**config.mk**
```make
export PLATFORM = sky130hd
export DESIGN_NAME = amx_exec
export DESIGN_NICKNAME = d
export VERILOG_FILES = /design/src/logic/amx_pkg.sv /design/src/logic/amx_exec.sv
export VERILOG_INCLUDE_DIRS = /design/src /design/src/logic
export SDC_FILE = /design/constraint.sdc
export NUM_CORES = 1
export LEC_CHECK = 0
export ABC_AREA = 1
export BUFFER_PORTS_ARGS = -buffer_cell sky130_fd_sc_hd__buf_2
export CORE_MARGIN = 2
export CORE_UTILIZATION = 60
export DETAILED_ROUTE_END_ITERATION = 8
export MAX_ROUTING_LAYER = met4
export PLACE_DENSITY = 0.84
export SYNTH_ARGS = -nofsm -noshare
export SYNTH_HDL_FRONTEND = slang
export SYNTH_SLANG_ARGS = --single-unit
```
**constraint.sdc**
```tcl
create_clock -name i_clk -period 10.75 [get_ports i_clk]
set_input_delay 2.15 -clock i_clk [delete_from_list [all_inputs] [get_ports i_clk]]
set_output_delay 2.15 -clock i_clk [all_outputs]
set_load 0.005 [all_outputs]
```
**src/logic/amx_regs.svh**
```systemverilog
// register offsets, field positions, reset values and timing counts for the alternate-mode execution block
`ifndef AMX_REGS_SVH
`define AMX_REGS_SVH
// register byte addresses
`define AMX_CTRL_ADDR 6'h00
`define AMX_INSTR_ADDR 6'h04
`define AMX_OPER_ADDR 6'h08
`define AMX_ACC_ADDR 6'h0C
`define AMX_MQ_ADDR 6'h10
`define AMX_STAT_ADDR 6'h14
`define AMX_MA_ADDR 6'h18
`define AMX_IO_ADDR 6'h1C
// control register fields
`define AMX_CTRL_GO 0
`define AMX_CTRL_TRAP 1
`define AMX_CTRL_TAPE_TRAP 2
`define AMX_CTRL_LINK 3
`define AMX_CTRL_FLOW 4
`define AMX_CTRL_TAPE_BRK 5
`define AMX_CTRL_DATA_BRK 6
`define AMX_CTRL_INT_REQ 7
`define AMX_CTRL_RESET 8'h00
// fixed vectors
`define AMX_INT_VEC 12'h020
`define AMX_TRAP_VEC 12'h060
// i/o pulse and shift sync timing in ns, and the cycle counts derived from it
`define AMX_CLK_NS 4
`define AMX_STROBE_NS 500
`define AMX_END_NS 200
`define AMX_RESTART_NS 100
`define AMX_SYNC_NS 50
`define AMX_STROBE_CYC ((`AMX_STROBE_NS + `AMX_CLK_NS - 1) / `AMX_CLK_NS)
`define AMX_END_CYC ((`AMX_END_NS + `AMX_CLK_NS - 1) / `AMX_CLK_NS)
`define AMX_RESTART_CYC ((`AMX_RESTART_NS + `AMX_CLK_NS - 1) / `AMX_CLK_NS)
`define AMX_SYNC_CYC ((`AMX_SYNC_NS + `AMX_CLK_NS - 1) / `AMX_CLK_NS)
`endif

```
**src/logic/amx_pkg.sv**
```systemverilog
// types for the alternate-mode execution block
`default_nettype none
package amx_pkg;
  typedef enum logic [5:0] {
    AMX_IDLE = 6'h01,
    AMX_DECODE = 6'h02,
    AMX_SYNC = 6'h04,
    AMX_RECYCLE = 6'h08,
    AMX_IO = 6'h10,
    AMX_FETCH = 6'h20
  } amx_state_e;
  typedef enum logic [3:0] {
    AMX_MS_FETCH = 4'h1,
    AMX_MS_TAPE = 4'h2,
    AMX_MS_DATA = 4'h4,
    AMX_MS_INT = 4'h8
  } amx_major_e;
  typedef struct packed {
    logic [2:0] pulse;
    logic strobe;
    logic [11:0] opcode;
  } amx_io_s;
endpackage : amx_pkg
`default_nettype wire

```
**src/logic/amx_exec.sv**
```systemverilog
// alternate-mode shift, skip, indirect i/o, switch read and trap execution with axi4-lite registers
// Overview of operation
// - zero shift count does nothing, next fetch
// - nonzero count sets sync, then repeat flag
// - count field bits 08-11 count down
// - 030 rotates acc:mq right, optional link
// - 034 scales right keeping acc bit 0
// - 024 rotates acc left, optional link
// - skip flag set on condition xor bit07
// - 040 tests selected external level
// - 044 tests sense switch 00-05
// - 0456 skip condition always true
// - 0451 skips when acc positive
// - 0450 skips on acc zero or all ones
// - 0452 skips when link zero
// - 0454 skips when overflow set
// - indirect io runs one following word
// - three i/o pulses gated by word bits
// - strobe, end, restart delays per i/o state
// - after third pulse clear wait, fetch
// - 0516/0517 load acc from switches
// - interrupt vector 0040, or 0140 trapping
// - trap listed opcode ranges when enabled
// - two-word trapped opcodes advance return twice
// - break and interrupt priority over fetch
//
// Decided for this implementation: the AXI4-Lite slave port and the placing of the registers.
`include "amx_regs.svh"
`default_nettype none
module amx_exec
  import amx_pkg::*;
(
  // clock and reset
  input wire logic i_clk,
  input wire logic i_rst,
  // axi4-lite slave
  input wire logic [5:0] i_awaddr,
  input wire logic i_awvalid,
  output logic o_awready,
  input wire logic [31:0] i_wdata,
  input wire logic [3:0] i_wstrb,
  input wire logic i_wvalid,
  output logic o_wready,
  output logic [1:0] o_bresp,
  output logic o_bvalid,
  input wire logic i_bready,
  input wire logic [5:0] i_araddr,
  input wire logic i_arvalid,
  output logic o_arready,
  output logic [31:0] o_rdata,
  output logic [1:0] o_rresp,
  output logic o_rvalid,
  input wire logic i_rready,
  // machine inputs
  input wire logic [11:0] i_ext_level,
  input wire logic [5:0] i_sense_sw,
  input wire logic [11:0] i_right_sw,
  input wire logic [11:0] i_left_sw,
  // i/o bus
  output logic [2:0] o_io_pulse,
  output logic o_io_strobe,
  output logic [11:0] o_io_opcode,
  output logic o_io_wait_flag,
  // status
  output logic [3:0] o_major,
  output logic o_skip
);
  amx_state_e state_reg, state_next;
  logic [7:0] ctrl_reg;
  logic [11:0] instr_reg, oper_reg, acc_reg, mq_reg, ma_reg, ret_reg;
  logic link_reg, flow_reg, skip_reg, sync_reg, repeat_reg, trapped_reg;
  logic [3:0] major_reg;
  logic [7:0] tmr_reg;
  logic [1:0] io_idx_reg;
  logic [1:0] io_phase_reg;
  amx_io_s io_reg;
  logic aw_hold_reg, w_hold_reg;
  logic [5:0] aw_addr_reg;
  logic [31:0] w_data_reg;
  logic [3:0] w_strb_reg;

  // decoding by opcode family, the seven bits above the indirect bit
  function automatic logic op_is(input logic [11:0] ir, input logic [6:0] hi);
    op_is = (ir[11:5] == hi);
  endfunction : op_is

  wire [3:0] count_w = instr_reg[3:0];
  wire ibit_w = instr_reg[4];
  wire is_rol_w = op_is(instr_reg, 7'h05);
  wire is_ror_w = op_is(instr_reg, 7'h06);
  wire is_scr_w = op_is(instr_reg, 7'h07);
  wire is_shift_w = is_rol_w || is_ror_w || is_scr_w;
  wire is_sxl_w = op_is(instr_reg, 7'h08);
  wire is_skg_w = op_is(instr_reg, 7'h09);
  wire is_skip_w = is_sxl_w || is_skg_w;
  wire is_iob_w = op_is(instr_reg, 7'h0A) && (count_w == 4'h0);
  wire is_rsw_w = (instr_reg == 12'h14E);
  wire is_lsw_w = (instr_reg == 12'h14F);

  // skip condition select
  logic cond_w;
  always_comb begin
    cond_w = 1'b0;
    if (is_sxl_w) begin
      cond_w = i_ext_level[count_w];
    end else if (count_w <= 4'h5) begin
      cond_w = i_sense_sw[count_w[2:0]];
    end else begin
      case (count_w)
        4'hE: cond_w = 1'b1;
        4'h9: cond_w = !acc_reg[11];
        4'h8: cond_w = (acc_reg == 12'h000) || (acc_reg == 12'hFFF);
        4'hA: cond_w = !link_reg;
        4'hC: cond_w = flow_reg;
        4'hD: cond_w = !mq_reg[0];
        default: cond_w = 1'b0;
      endcase
    end
  end
  wire skip_set_w = is_skip_w && (cond_w ^ ibit_w);

  // trappable ranges, bit 0 of the word is the left-most machine bit
  wire in_opr_w = (instr_reg >= 12'h141 && instr_reg <= 12'h14D) || (instr_reg >= 12'h151 && instr_reg <= 12'h15D);
  wire in_undef_w = (instr_reg >= 12'h160 && instr_reg <= 12'h17F) || (instr_reg >= 12'h3C0 && instr_reg <= 12'h3DF);
  wire in_exec_w = (instr_reg >= 12'h1E0 && instr_reg <= 12'h1FF);
  wire in_tape_w = (instr_reg >= 12'h1C0 && instr_reg <= 12'h1DF) && ctrl_reg[`AMX_CTRL_TAPE_TRAP];
  wire trap_hit_w = ctrl_reg[`AMX_CTRL_TRAP] && (in_opr_w || in_undef_w || in_exec_w || in_tape_w);
  wire two_word_w = (instr_reg == 12'h3C0) || (instr_reg == 12'h3D0);

  // one-place shift datapath
  logic [11:0] acc_sh, mq_sh;
  logic link_sh;
  always_comb begin
    acc_sh = acc_reg;
    mq_sh = mq_reg;
    link_sh = link_reg;
    if (is_ror_w) begin
      acc_sh = {ibit_w ? link_reg : mq_reg[0], acc_reg[11:1]};
      mq_sh = {acc_reg[0], mq_reg[11:1]};
      if (ibit_w) begin
        link_sh = mq_reg[0];
      end
    end else if (is_scr_w) begin
      acc_sh = {acc_reg[11], acc_reg[11:1]};
      mq_sh = {acc_reg[0], mq_reg[11:1]};
      if (ibit_w) begin
        link_sh = acc_reg[0];
      end
    end else if (is_rol_w) begin
      acc_sh = {acc_reg[10:0], ibit_w ? link_reg : acc_reg[11]};
      if (ibit_w) begin
        link_sh = acc_reg[11];
      end
    end
  end

  // major state priority at entry
  wire [3:0] major_w = ctrl_reg[`AMX_CTRL_TAPE_BRK] ? AMX_MS_TAPE :
                       ctrl_reg[`AMX_CTRL_DATA_BRK] ? AMX_MS_DATA :
                       ctrl_reg[`AMX_CTRL_INT_REQ] ? AMX_MS_INT : AMX_MS_FETCH;

  wire go_w = ctrl_reg[`AMX_CTRL_GO];
  wire tmr_done_w = (tmr_reg == 8'h00);
  // length of the phase that follows the one now ending
  wire [7:0] phase_len_w = (io_phase_reg == 2'h0) ? 8'(`AMX_END_CYC) :
                           (io_phase_reg == 2'h1) ? 8'(`AMX_RESTART_CYC) : 8'(`AMX_STROBE_CYC);
  wire wr_fire_w = aw_hold_reg && w_hold_reg && !o_bvalid;

  always_comb begin
    state_next = state_reg;
    unique case (state_reg)
      AMX_IDLE: if (go_w) state_next = AMX_DECODE;
      AMX_DECODE: begin
        if (trap_hit_w || is_skip_w || is_rsw_w || is_lsw_w) state_next = AMX_FETCH;
        else if (is_shift_w && count_w != 4'h0) state_next = AMX_SYNC;
        else if (is_iob_w) state_next = AMX_IO;
        else state_next = AMX_FETCH;
      end
      AMX_SYNC: if (tmr_done_w) state_next = AMX_RECYCLE;
      AMX_RECYCLE: if (count_w == 4'h1) state_next = AMX_FETCH;
      AMX_IO: if (tmr_done_w && io_phase_reg == 2'h2 && io_idx_reg == 2'h2) state_next = AMX_FETCH;
      AMX_FETCH: state_next = AMX_IDLE;
      default: state_next = AMX_IDLE;
    endcase
  end

  always_ff @(posedge i_clk or posedge i_rst) begin
    if (i_rst) begin
      state_reg <= AMX_IDLE;
      instr_reg <= 12'h000;
      acc_reg <= 12'h000;
      mq_reg <= 12'h000;
      link_reg <= 1'b0;
      flow_reg <= 1'b0;
      skip_reg <= 1'b0;
      sync_reg <= 1'b0;
      repeat_reg <= 1'b0;
      ma_reg <= 12'h000;
      ret_reg <= 12'h000;
      trapped_reg <= 1'b0;
      major_reg <= AMX_MS_FETCH;
      tmr_reg <= 8'h00;
      io_idx_reg <= 2'h0;
      io_phase_reg <= 2'h0;
      io_reg <= '0;
      o_io_wait_flag <= 1'b0;
    end else begin
      state_reg <= state_next;
      tmr_reg <= tmr_done_w ? 8'h00 : tmr_reg - 8'h01;
      io_reg.strobe <= 1'b0;
      if (state_reg == AMX_DECODE) begin
        skip_reg <= skip_set_w;
        trapped_reg <= trap_hit_w;
        if (trap_hit_w) begin
          ma_reg <= `AMX_TRAP_VEC;
          ret_reg <= ma_reg + (two_word_w ? 12'h002 : 12'h001);
        end
        if (is_rsw_w) acc_reg <= i_right_sw;
        if (is_lsw_w) acc_reg <= i_left_sw;
        if (is_shift_w && count_w != 4'h0) begin
          sync_reg <= 1'b1;
          tmr_reg <= 8'(`AMX_SYNC_CYC - 1);
        end
        if (is_iob_w && !trap_hit_w && !is_skip_w) begin
          o_io_wait_flag <= 1'b1;
          io_reg.opcode <= oper_reg;
          io_reg.pulse <= {1'b0, 1'b0, oper_reg[0]};
          io_idx_reg <= 2'h0;
          io_phase_reg <= 2'h0;
          tmr_reg <= 8'(`AMX_STROBE_CYC - 1);
        end
      end
      if (state_reg == AMX_SYNC && tmr_done_w) repeat_reg <= sync_reg;
      if (state_reg == AMX_RECYCLE) begin
        acc_reg <= acc_sh;
        mq_reg <= mq_sh;
        link_reg <= link_sh;
        instr_reg[3:0] <= count_w - 4'h1;
        if (count_w == 4'h1) begin
          sync_reg <= 1'b0;
          repeat_reg <= 1'b0;
        end
      end
      if (state_reg == AMX_IO && tmr_done_w) begin
        io_phase_reg <= (io_phase_reg == 2'h2) ? 2'h0 : io_phase_reg + 2'h1;
        tmr_reg <= phase_len_w - 8'h01;
        if (io_phase_reg == 2'h0) io_reg.strobe <= 1'b1;
        if (io_phase_reg == 2'h1) io_reg.pulse <= 3'h0;
        if (io_phase_reg == 2'h2) begin
          if (io_idx_reg == 2'h2) begin
            o_io_wait_flag <= 1'b0;
          end else begin
            io_idx_reg <= io_idx_reg + 2'h1;
            io_reg.pulse <= (io_idx_reg == 2'h0) ? {1'b0, io_reg.opcode[1], 1'b0} : {io_reg.opcode[2], 2'b00};
          end
        end
      end
      if (state_reg == AMX_FETCH) begin
        major_reg <= major_w;
        if (major_w == AMX_MS_INT) ma_reg <= ctrl_reg[`AMX_CTRL_TRAP] ? `AMX_TRAP_VEC : `AMX_INT_VEC;
        else if (!trapped_reg) ma_reg <= ma_reg + (skip_reg ? 12'h002 : 12'h001);
      end
      // software loads of machine registers
      if (wr_fire_w && aw_addr_reg == `AMX_INSTR_ADDR) instr_reg <= w_data_reg[11:0];
      if (wr_fire_w && aw_addr_reg == `AMX_ACC_ADDR) acc_reg <= w_data_reg[11:0];
      if (wr_fire_w && aw_addr_reg == `AMX_MQ_ADDR) mq_reg <= w_data_reg[11:0];
      if (wr_fire_w && aw_addr_reg == `AMX_CTRL_ADDR) begin
        link_reg <= w_data_reg[`AMX_CTRL_LINK];
        flow_reg <= w_data_reg[`AMX_CTRL_FLOW];
      end
    end
  end

  // axi4-lite write path: address and data taken in either order
  assign o_awready = !aw_hold_reg;
  assign o_wready = !w_hold_reg;
  assign o_arready = !o_rvalid;
  wire wr_map_w = (aw_addr_reg[5:2] <= 4'h7);
  always_ff @(posedge i_clk or posedge i_rst) begin
    if (i_rst) begin
      aw_hold_reg <= 1'b0;
      w_hold_reg <= 1'b0;
      aw_addr_reg <= 6'h00;
      w_data_reg <= 32'h0000_0000;
      w_strb_reg <= 4'h0;
      o_bvalid <= 1'b0;
      o_bresp <= 2'h0;
      o_rvalid <= 1'b0;
      o_rdata <= 32'h0000_0000;
      o_rresp <= 2'h0;
      ctrl_reg <= `AMX_CTRL_RESET;
      oper_reg <= 12'h000;
    end else begin
      if (i_awvalid && o_awready) begin
        aw_hold_reg <= 1'b1;
        aw_addr_reg <= i_awaddr;
      end
      if (i_wvalid && o_wready) begin
        w_hold_reg <= 1'b1;
        w_data_reg <= i_wdata;
        w_strb_reg <= i_wstrb;
      end
      if (state_reg == AMX_DECODE) ctrl_reg[`AMX_CTRL_GO] <= 1'b0;
      if (wr_fire_w) begin
        aw_hold_reg <= 1'b0;
        w_hold_reg <= 1'b0;
        o_bvalid <= 1'b1;
        o_bresp <= wr_map_w ? 2'h0 : 2'h2;
        if (aw_addr_reg == `AMX_CTRL_ADDR && w_strb_reg[0]) ctrl_reg <= w_data_reg[7:0];
        if (aw_addr_reg == `AMX_OPER_ADDR) oper_reg <= w_data_reg[11:0];
      end else if (o_bvalid && i_bready) begin
        o_bvalid <= 1'b0;
      end
      if (i_arvalid && o_arready) begin
        o_rvalid <= 1'b1;
        o_rresp <= (i_araddr[5:2] <= 4'h7) ? 2'h0 : 2'h2;
        unique case (i_araddr[5:2])
          4'h0: o_rdata <= {24'h0, ctrl_reg};
          4'h1: o_rdata <= {20'h0, instr_reg};
          4'h2: o_rdata <= {20'h0, oper_reg};
          4'h3: o_rdata <= {20'h0, acc_reg};
          4'h4: o_rdata <= {20'h0, mq_reg};
          4'h5: o_rdata <= {16'h0, major_reg, 1'b0, trapped_reg, o_io_wait_flag, repeat_reg, sync_reg,
                            skip_reg, flow_reg, link_reg, 2'h0, state_reg == AMX_IDLE, 1'b0};
          4'h6: o_rdata <= {8'h0, ret_reg, ma_reg};
          4'h7: o_rdata <= {16'h0, io_reg};
          default: o_rdata <= 32'h0000_0000;
        endcase
      end else if (o_rvalid && i_rready) begin
        o_rvalid <= 1'b0;
      end
    end
  end

  assign o_io_pulse = io_reg.pulse;
  assign o_io_strobe = io_reg.strobe;
  assign o_io_opcode = io_reg.opcode;
  assign o_major = major_reg;
  assign o_skip = skip_reg;

  // zero count takes the short route to fetch
  a_zero_count_noop: assert property (@(posedge i_clk) disable iff (i_rst)
    state_reg == AMX_DECODE && is_shift_w && count_w == 4'h0 && !trap_hit_w |=> state_reg == AMX_FETCH)
    else $error("zero count did not go to fetch");
  a_repeat_after_sync: assert property (@(posedge i_clk) disable iff (i_rst)
    $rose(sync_reg) |-> !repeat_reg [*8])
    else $error("repeat flag set before sync delay");
  a_count_down: assert property (@(posedge i_clk) disable iff (i_rst)
    state_reg == AMX_RECYCLE |=> instr_reg[3:0] == $past(count_w) - 4'h1)
    else $error("count did not decrement");
  a_scale_sign: assert property (@(posedge i_clk) disable iff (i_rst)
    state_reg == AMX_RECYCLE && is_scr_w |=> acc_reg[11] == $past(acc_reg[11]))
    else $error("scale changed sign");
  a_skip_polarity: assert property (@(posedge i_clk) disable iff (i_rst)
    state_reg == AMX_DECODE && is_skip_w |=> skip_reg == $past(cond_w ^ ibit_w))
    else $error("skip flag wrong");
  a_io_three_pulses: assert property (@(posedge i_clk) disable iff (i_rst)
    $rose(o_io_wait_flag) |-> ##[599:599] o_io_wait_flag ##1 !o_io_wait_flag)
    else $error("io sequence length wrong");
  a_pulse_gate: assert property (@(posedge i_clk) disable iff (i_rst)
    o_io_pulse[0] |-> o_io_wait_flag && o_io_opcode[0])
    else $error("pulse one without its gate bit");
  a_io_end_fetch: assert property (@(posedge i_clk) disable iff (i_rst)
    $fell(o_io_wait_flag) |-> state_reg == AMX_FETCH)
    else $error("io did not end into fetch");
  a_int_vector: assert property (@(posedge i_clk) disable iff (i_rst)
    state_reg == AMX_FETCH && major_w == AMX_MS_INT |=>
    ma_reg == ($past(ctrl_reg[`AMX_CTRL_TRAP]) ? `AMX_TRAP_VEC : `AMX_INT_VEC))
    else $error("interrupt vector wrong");
  a_break_priority: assert property (@(posedge i_clk) disable iff (i_rst)
    state_reg == AMX_FETCH && ctrl_reg[`AMX_CTRL_TAPE_BRK] |=> major_reg == AMX_MS_TAPE)
    else $error("tape break lost priority");
endmodule : amx_exec
`default_nettype wire

```
==> results by group, run 1 <==
Status
  – Status: complete, no violations

Clock network
  – Clock sink count: between 150 and 200
  – Worst-Skew Late Latency: around 0.45 ns
  – Clock tree buffer depth: 2
  – CTS Root Cell: clkbuf_16
  – TritonCTS clock tree: built
  – Post-CTS Setup Bufs: 0
  – Reg clk slew, reported paths: 0.07 ns
  – Post-cts resize count: 0
  – Number of CTS-inserted buffers: 17
  – # hold bufs at CTS: 0
  – Clock H-tree levels: 4

Power
  – Clock share of power: a little under a third
  – Gate power share: roughly 28%
  – Pwr Total: roughly 2200 uW
  – Reg power frac: a little over two fifths
  – Power per cell area: a little under 200 nW/um2
  – P_int: around 1400 uW
  – Switching Power: 814 uW
  – Largest vdd supply drop: between 100 and 150 uV
  – Sw Share: between 30% and 40%
  – Static Leak: around 0.0056 uW

Timing
  – Period utilization: between 30% and 40%
  – Min Tclk post-route: around 4 ns
  – RSZ-0062 raised after global routing: false
  – Setup TNS: 0 ns
  – Clock Skew: 0.00758 ns
  – Final hold viol count: 0
  – Final setup violation count: 0
  – Slew margin rel.: 30.3%
  – FMAX: about 250 MHz
  – Max-slew violations: 0
  – Worst slew pin tran: approximately 1.0 ns

Floorplanning
  – FP Rows: 46
  – CORE AREA: 15900 um2
  – Die area: about 17000 um2
  – Die Ht: ~130 um
  – Chip width: ~130 um
  – Io pins: 160
  – Initial core utilization: 61.7%

Route
  – Post-Route WL: between 20000 and 30000 um
  – DR WL/cell: 16.9 um
  – DRC violations left: 0
  – Drt pass-1 iters: 6
  – Via count: 8998
  – Via/cell ratio: 5.57
  – Number of routed nets with antenna violations: 0
  – Drt initial violations: ~950

Worst setup path
  – Worst setup EP type: flop
  – CP Max Fanout: 15
  – Kind of critical path: in -> reg
  – Arrival @ worst endpoint: 4.29 ns
  – Reg2reg start: instr_reg[0]$_DFFE_PP0P_
  – Startpoint Class: input pin
  – Worst Path Required: between 10 and 15 ns
  – CP startpoint: i_araddr[4]

Yosys
  – Ys async rst share: 100%
  – Synth area leader: dfrtp_1
  – Warnings, synthesis: 0
  – Synth top cells by count: 345 x nand2_1, 172 x dfrtp_1, 127 x nor2_1
  – Sequential fraction of the synthesis area: approximately 44%
  – Mapped cell area: 9830 um2
  – Top cell type's share of synthesized area: between 40 and 50%
  – Top post-synthesis cells by area: dfrtp_1 44%, nand2_1 13%, o21ai_0 5.6%
  – Ys flop type: dfrtp_1
  – Gate Count Post-Synth: between 1000 and 1500
  – Post-synth cell types: between 50 and 60
  – Yosys reg bits: ~170
  – Most frequent cell after synthesis: nand2_1
  – Syn_area_per_cell: 7.66 um2
  – EDFF count, synth: 0

Global route
  – Grt total ovfl: 0
  – GR Util met1: a little over two fifths
  – Largest net degree at the start of global routing: 68
  – Vias in the first global route: between 8000 and 9000
  – Most used routing layer: met2
  – First-pass GRT wire length: roughly 44000 um
  – Routing usage on met2: a little over half
  – GRT Resource Usage Total: about a third
  – Routing usage on met3: about 6%
  – Initial antenna violation count: 0

Placed design
  – Port bufs: between 100 and 150
  – Inst Count DP: roughly 1600
  – Routability cong.: approximately 0.98
  – Detailed placement HPWL: roughly 20000 um

Finish
  – Area Growth Syn to Fin: 13.0%
  – Max FFs per register: 24
  – Most flops, register: o_rdata
  – Antenna cell count: 0
  – Layout cells sized above 1: a little under a fifth
  – Final cell count without fillers: 1614
  – Nets: ~1500

Job
  – Max Cap Viol: 0

Hold path
  – Hold Crit Start: o_rdata[8]$_DFFE_PP0P_
  – Hold Crit Class: reg -> reg
-- worst max-delay path, cell delays in order --
cell and delay [ns]:
buf_2 0.13, inv_1 0.05, nor2_1 0.07, nand2_1 0.49, clkinv_1 0.54, nand2_1 0.19, nand3_1 0.10, o31ai_1 0.46
nand2_1 0.11
-- kinds of logic after synthesis --
family	after synthesis	share of synthesized area, %
AND/OR/NAND/NOR	648	29.7
flip-flops	174	44.3
XOR/XNOR	14	1.25
AO/OA/AOI/OAI	233	14.0
other	1	0.0381
buffers and inverters	198	8.68
multiplexers	3	0.344
adder cells (fa/ha/maj)	12	1.68
-- stage by stage --
step | hold WS (ns) | utilization [%] | cell area (um2) | worst slack [ns]
2_1_floorplan | 0.449 | - | 9870 | 3.89
3_3_place_gp | 0.460 | 65.8 | 10500 | 6.41
3_5_place_dp | 0.460 | 65.8 | 10500 | 6.37
4_1_cts | 0.478 | 69.7 | 11100 | 6.84
5_1_grt | 0.499 | 69.7 | 11100 | 6.65
6_report | 0.477 | 69.7 | 11100 | 6.77
-- path summary, 6_finish.rpt --
check,end,slack [ns],cells past startpoint
worst max register to register,ret_reg[11]$_DFFE_PP0P_,7.48,13
max in group asynchronous,w_data_reg[6]$_DFFE_PP0P_,7.75,3
worst min register to register,o_rdata[8]$_DFFE_PP0P_,0.48,2
worst max-delay path,o_rdata[0]$_DFFE_PP0P_,6.77,9
worst min-delay path,o_rdata[8]$_DFFE_PP0P_,0.48,2
min in group asynchronous,aw_addr_reg[3]$_DFFE_PP0P_,1.74,2
-- power by group through the flow --
stage / Sequential (uW) / Clock [uW] / Combinational [uW]
2_1_floorplan: 881 / 0 / 460
3_3_place_gp: 915 / 0 / 589
3_5_place_dp: 920 / 0 / 609
4_1_cts: 909 / 669 / 614
5_1_grt: 929 / 697 / 693
6_report: 913 / 666 / 618
-- per-layer routing --
metal  share of wire, %  wire, um
met5                  0         0
met4                2.5       679
met3                7.2      1960
met2                 48     13200
met1                 42     11400
-- cell usage in the layout, fill, tap and decap left out, types with 15 or more instances in the layout --
| cell | count |
|---|---|
| a21oi_1 | 40 |
| buf_2 | 124 |
| clkbuf_16 | 17 |
| dfrtp_1 | 172 |
| inv_1 | 122 |
| inv_2 | 17 |
| nand2_1 | 345 |
| nand2_2 | 16 |
| nand3_1 | 76 |
| nand4_1 | 15 |
| nor2_1 | 127 |
| nor3_1 | 17 |
| o21ai_0 | 111 |
-- cell type report --
| type | instances | area (um2) |
|---|---|---|
| Clock buffer | 19 | 443 |
| Clock inverter | 12 | 184 |
| Fill cell | 1318 | 4830 |
| Inverter | 146 | 556 |
| Multi-Input combinational cell | 920 | 4660 |
| Sequential cell | 174 | 4360 |
| Tap cell | 216 | 270 |
| Timing Repair Buffer | 127 | 643 |
No activity file was read; power rests on OpenSTA's default activity.
==> inputs of run 2 (changes only) <==
Settings changed: CORE_UTILIZATION 60 to 52, PLACE_DENSITY 0.84 to 0.77.
Clock period 10.75 ns to 3.3 ns, I/O delays scaled along.
==> results by group, run 2 (synthesis gave the netlist of run 1 again) <==
Timing
  – FMAX: 345 MHz
  – Worst slew pin tran: 0.859 ns (-0.187 ns)
  – Min Tclk post-route: 2.90 ns
  – Setup TNS: 0 ns (unchanged)
  – Clock Skew: 0.00711 ns (-0.000476 ns)
  – RSZ-0062 raised after global routing: false
  – Final setup violation count: 0 (unchanged)
  – Final hold viol count: 0 (unchanged)
  – Period utilization: between 80% and 90%
  – Max-slew violations: 0 (unchanged)
  – Slew margin rel.: 42.6% (+12 points)
  – Setup ws final: 0.401 ns (-6.37 ns)

Route
  – Post-Route WL: 26900 um (-1.3%)
  – Via count: 9112 (+1.3%)
  – WL met2: 12700 um (-3.8%)
  – WL met3: 1720 um (-12%)
  – Number of routed nets with antenna violations: 0 (unchanged)
  – DRC violations left: 0 (unchanged)
  – Max layer used: met4
  – DRT met1 WL: 11700 um (+2.6%)
  – Drt pass-1 iters: 7 (+1)
  – Via/cell ratio: 5.56 (-0.22%)
  – Drt initial violations: 787 (-17%)
  – DR WL/cell: 16.4 um (-2.8%)

Hold path
  – Hold Crit Class: in -> async

Finish
  – Antenna cell count: 0 (unchanged)
  – Commonest cells after routing, fill and taps aside: 345 x nand2_1, 172 x dfrtp_1, 127 x nor2_1, 124 x buf_2, 122 x inv_1
  – Max FFs per register: 24 (unchanged)
  – Most flops, register: o_rdata
  – Layout cells sized above 1: 18.8% (+0.13 points)
  – Commonest non-fill, non-tap cell in the layout: nand2_1
  – Layout fillers: 1727 (+31%)
  – Nets: 1504 (+0.60%)
  – Design area: 11200 um2 (+0.60%)
  – Area Growth Syn to Fin: 13.7%

Clock network
  – Post-CTS Setup Bufs: 0 (unchanged)
  – Post-cts resize count: 0 (unchanged)
  – Clock tree buffer depth: 2 (unchanged)
  – TritonCTS clock tree: built
  – Worst-Skew Late Latency: 0.43 ns (-0.02 ns)
  – Clock sink count: 174 (unchanged)
  – # hold bufs at CTS: 0 (unchanged)
  – Number of CTS-inserted buffers: 17 (unchanged)
  – Clock H-tree levels: 4 (unchanged)
  – Reg clk slew, reported paths: 0.06 ns (about the same)
  – CTS Root Cell: clkbuf_16

Floorplanning
  – Chip width: 142 um (+7.2%)
  – Die area: 20000 um2 (+15%)
  – Initial core utilization: 52.7% (-8.9 points)
  – Die Ht: 142 um (+7.2%)
  – Io pins: 160 (unchanged)
  – CORE AREA: 18600 um2 (+17%)
  – FP Rows: 50 (+8.7%)

Worst setup path
  – Largest stage delay, worst path: 0.47 ns (-0.07 ns)
  – R2R setup slack: 0.40 ns (-7.08 ns)
  – Max stage delay cell, worst path: dfrtp_1
  – Kind of critical path: reg -> reg
  – Setup crit end: ret_reg[11]$_DFFE_PP0P_
  – Worst setup EP type: flop
  – CP startpoint: instr_reg[1]$_DFFE_PP0P_
  – Startpoint Class: flop
  – Reg2reg end: ret_reg[11]$_DFFE_PP0P_
  – CP Depth: 13 (+4)
  – Critical path's top delay family: compound AO/OA/AOI/OAI gates
  – CP Buf/Inv Count: 4 (+1)
  – Crit path cell chain: clkinv_1 -> ha_1 -> nand2_2 -> clkinv_1 -> o2111ai_1 -> inv_1 -> ha_1 -> nand2_1 -> a21oi_1 -> inv_1 -> nor2_1 -> xnor2_1 -> o21ai_1
  – CP Max Fanout: 7 (-8)
  – Arrival @ worst endpoint: 3.21 ns (-1.08 ns)
  – Reg2reg start: instr_reg[1]$_DFFE_PP0P_
  – R2r worst-path depth: 13 (unchanged)
  – Worst Path Required: 3.61 ns (-7.45 ns)

Placed design
  – Routability cong.: 0.965 (-1.7%)
  – DP Area: 10600 um2 (+0.97%)
  – Place WS: 0.484 ns (-5.89 ns)
  – Port bufs: 124 (unchanged)
  – Detailed placement HPWL: 20200 um (+0.60%)

Job
  – Max Cap Viol: 0 (unchanged)

Power
  – Largest vdd supply drop: 572 uV (+310%)
  – Power per cell area: 638 nW/um2 (+220%)
  – Static Leak: 0.00558 uW (+0.49%)

Global route
  – Vias in the first global route: 8557 (-1.9%)
  – Largest net degree at the start of global routing: 92 (+35%)
  – First-pass GRT wire length: 43500 um (-1.9%)
  – Grt total ovfl: 0 (unchanged)
  – Initial antenna violation count: 0 (unchanged)
  – GRT Resource Usage Total: 28.5% (-4.7 points)

Status
  – Status: complete, no violations
## run 2: changes by cell type in the layout (fill, tap and decap cells not counted), sizes merged
cell	previous run	this run
buf	127	136
clkbuf	19	22
inv	144	140
clkinvlp	2	1
clkinv	8	7
## run 2: report_power, final
part	switching, uW	internal [uW]	total (uW)	leakage, uW
Clock	824	1270	2100	0.000286
Sequential	412	2560	2970	0.00227
Combinational	1370	687	2060	0.00302
Total	2610	4520	7120	0.00558
## run 2: per-stage QoR
step | hold slack [ns] | util (%) | power [uW] | instances
final | 0.125 | 59.9 | 7120 | 1638
after global routing | 0.137 | 59.9 | 7550 | 1638
after CTS | 0.126 | 59.9 | 7120 | 1638
after detailed placement | 0.461 | 56.8 | 5030 | 1610
after global placement | 0.459 | 56.8 | 4970 | 1610
after floorplan | 0.449 | - | 4370 | 1292
## run 2: routing by layer
layer	GRT usage [%]	vias to the layer above
met4	8.84	0
met3	5.50	52
met5	-	-
li1	-	4388
met1	37.4	4323
met2	45.0	349
## run 2: area by class of cell
| cell class | instances | area (um2) | area share [%] |
|---|---|---|---|
| Sequential cell | 174 | 4360 | 39.0 |
| Multi-Input combinational cell | 920 | 4660 | 41.7 |
| Inverter | 146 | 554 | 4.96 |
| Timing Repair Buffer | 136 | 723 | 6.47 |
| Clock inverter | 6 | 138 | 1.23 |
| Clock buffer | 22 | 454 | 4.06 |
| Tap cell | 234 | 293 | 2.62 |
## run 2: worst min path at each step
stage	start	to	slack [ns]
2_1_floorplan	ret_reg[0]$_DFFE_PP0P_	ret_reg[0]$_DFFE_PP0P_	0.45
3_3_place_gp	o_rdata[14]$_DFFE_PP0P_	o_rdata[14]$_DFFE_PP0P_	0.46
3_5_place_dp	o_rdata[14]$_DFFE_PP0P_	o_rdata[14]$_DFFE_PP0P_	0.46
4_1_cts	i_rst	instr_reg[1]$_DFFE_PP0P_	0.13
5_1_grt	i_rst	instr_reg[0]$_DFFE_PP0P_	0.14
6_report	i_rst	instr_reg[2]$_DFFE_PP0P_	0.12
==> inputs of run 3 (changes only) <==
Settings changed: MAX_ROUTING_LAYER met4 to not set.
==> results by group, run 3 (synthesis gave the netlist of run 1 again) <==
Status
  – Status: complete, no violations

Timing
  – Slew margin rel.: 44.7% (+2.1 points)
  – Setup TNS: 0 ns (unchanged)
  – Final hold viol count: 0 (unchanged)
  – Worst slew pin tran: 0.827 ns (-0.0317 ns)
  – RSZ-0062 raised after global routing: false
  – Min Tclk post-route: 2.92 ns (+0.0241 ns)
  – Final setup violation count: 0 (unchanged)
  – Hold slack final: 0.298 ns (+0.173 ns)
  – FMAX: 342 MHz (-0.82%)
  – Period utilization: 88.6% (+0.73 points)
  – Clock Skew: 0.0118 ns (+0.00466 ns)
  – Max-slew violations: 0 (unchanged)
  – Setup ws final: 0.377 ns (-0.0241 ns)

Floorplanning
  – Die Ht: 142 um (unchanged)
  – Initial core utilization: 52.7% (unchanged)
  – Io pins: 160 (unchanged)
  – CORE AREA: 18600 um2 (unchanged)
  – FP Rows: 50 (unchanged)
  – Chip width: 142 um (unchanged)
  – Die area: 20000 um2 (unchanged)

Worst setup path
  – Largest stage delay, worst path: 0.48 ns (about the same)
  – Worst setup EP type: flop
  – CP Max Fanout: 7 (unchanged)
  – Max stage delay cell, worst path: dfrtp_1
  – Critical path's top delay family: compound AO/OA/AOI/OAI gates
  – Startpoint Class: flop
  – Crit path cell chain: clkinv_1 -> ha_1 -> nand2_2 -> clkinv_1 -> o2111ai_1 -> inv_1 -> ha_1 -> nand2_1 -> a21oi_1 -> inv_1 -> nor2_1 -> xnor2_1 -> o21ai_1
  – CP Buf/Inv Count: 4 (unchanged)
  – Kind of critical path: reg -> reg
  – Arrival @ worst endpoint: 3.25 ns (+0.04 ns)
  – Worst Path Required: 3.62 ns (about the same)

Global route
  – GRT Resource Usage Total: 27.4% (-1.0 points)
  – Vias in the first global route: 8444 (-1.3%)
  – Largest net degree at the start of global routing: 62 (-33%)
  – Initial antenna violation count: 0 (unchanged)
  – First-pass GRT wire length: 43200 um (-0.78%)
  – Grt total ovfl: 0 (unchanged)

Route
  – DR WL/cell: 16.2 um (-1.5%)
  – DRC violations left: 0 (unchanged)
  – Number of routed nets with antenna violations: 0 (unchanged)
  – Drt pass-1 iters: 7 (unchanged)
  – Drt initial violations: 707 (-10%)
  – Via/cell ratio: 5.50 (-1.2%)
  – Post-Route WL: 26600 um (-1.2%)
  – Via count: 9036 (-0.83%)

Placed design
  – Detailed placement HPWL: 20200 um (-0.28%)
  – Port bufs: 124 (unchanged)
  – Inst Count DP: 1612 (+0.12%)
  – Routability cong.: 0.952 (-1.3%)
  – DP Area: 10600 um2 (+0.26%)
  – Place WS: 0.393 ns (-0.0905 ns)

Hold path
  – Hold Crit Class: in -> async

Clock network
  – Post-CTS Setup Bufs: 0 (unchanged)
  – Clock tree buffer depth: 2 (unchanged)
  – Post-cts resize count: 0 (unchanged)
  – Clock sink count: 174 (unchanged)
  – Clock H-tree levels: 4 (unchanged)
  – # hold bufs at CTS: 0 (unchanged)
  – Reg clk slew, reported paths: 0.07 ns (about the same)
  – Number of CTS-inserted buffers: 17 (unchanged)
  – TritonCTS clock tree: built
  – Worst-Skew Late Latency: 0.44 ns (about the same)
  – CTS Root Cell: clkbuf_16

Finish
  – Antenna cell count: 0 (unchanged)
  – Commonest non-fill, non-tap cell in the layout: nand2_1
  – Design area: 11200 um2 (about the same)
  – Nets: 1506 (+0.13%)
  – Final cell count without fillers: 1644 (+0.37%)
  – Max FFs per register: 24 (unchanged)
  – Layout cells sized above 1: 19.1% (+0.35 points)
  – Commonest cells after routing, fill and taps aside: 345 x nand2_1, 172 x dfrtp_1, 127 x nor2_1, 124 x buf_2, 122 x inv_1
  – Most flops, register: o_rdata
  – Area Growth Syn to Fin: 13.8% (about the same)

Power
  – Static Leak: 0.00558 uW (about the same)
  – Switching Power: 2640 uW (+1.4%)
  – Reg power frac: 42.0% (+0.4 points)
  – Power per cell area: 628 nW/um2 (-1.5%)
  – Clock share of power: 28.2% (-1.2 points)
  – Largest vdd supply drop: 447 uV (-22%)
  – Sw Share: 37.6% (+1.0 points)
  – P_int: 4380 uW (-3.0%)
  – Gate power share: 29.8% (+0.9 points)

Job
  – Max Cap Viol: 0 (unchanged)
[run 3: cell count changes in the layout (fill, tap and decap cells not counted), sizes merged]
| cell | before | now |
|---|---|---|
| clkinv | 7 | 6 |
| buf | 136 | 138 |
| clkinvlp | 1 | 4 |
| inv | 140 | 142 |
| bufinv | 4 | 1 |
| clkbuf | 22 | 25 |
[run 3: worst register-to-register path: cells and delay by family (launching register included)]
kind	cells	cell delay, ns
and+or+nand+nor	3	0.35
AOI/OAI and AO/OA	3	0.69
xor gates and xnor gates	1	0.14
buffers and inverters	4	0.58
DFF	1	0.48
adders and majority gates	2	0.57
[run 3: layer usage]
layer	vias up	global-route usage [%]	part of all wire, %
li1	4386	-	-
met1	4224	37.3	43
met2	364	44.8	47
met3	62	4.93	7.0
met4	0	8.84	2.6
met5	-	0	0
[run 3: path summary, 6_finish.rpt]
kind	startpoint	to	slack [ns]	cells past startpoint
max	instr_reg[1]$_DFFE_PP0P_	ret_reg[11]$_DFFE_PP0P_	0.38	13
min	i_rst	aw_addr_reg[0]$_DFFE_PP0P_	0.30	2
max reg2reg	instr_reg[1]$_DFFE_PP0P_	ret_reg[11]$_DFFE_PP0P_	0.38	13
min reg2reg	o_rdata[1]$_DFFE_PP0P_	o_rdata[1]$_DFFE_PP0P_	0.47	2
max in group asynchronous	i_rst	w_data_reg[7]$_DFFE_PP0P_	2.26	3
min in group i_clk	i_bready	o_bvalid$_DFFE_PP0P_	0.40	2
[run 3: cell type report]
class	instances	area, um2
clock buffer	25	495
clock inverter	7	78.8
fill	1725	7460
inverter	146	554
multi-input combinational	920	4660
sequential	174	4360
tap	234	293
timing repair buffer	138	751
[run 3: per-stage QoR]
stage,power (uW),util [%]
finish,7030,60.0
global route,7440,60.0
CTS,7020,60.0
detailed placement,5050,56.9
global placement,4980,56.9
floorplan,4370,-
[run 3: power groups by stage]
stage / sequential, uW / combinational (uW) / clock [uW]
3_3_place_gp: 2960 / 2020 / 0
6_report: 2950 / 2090 / 1980
3_5_place_dp: 2980 / 2080 / 0
4_1_cts: 2940 / 2080 / 2000
5_1_grt: 3010 / 2360 / 2080
2_1_floorplan: 2870 / 1500 / 0
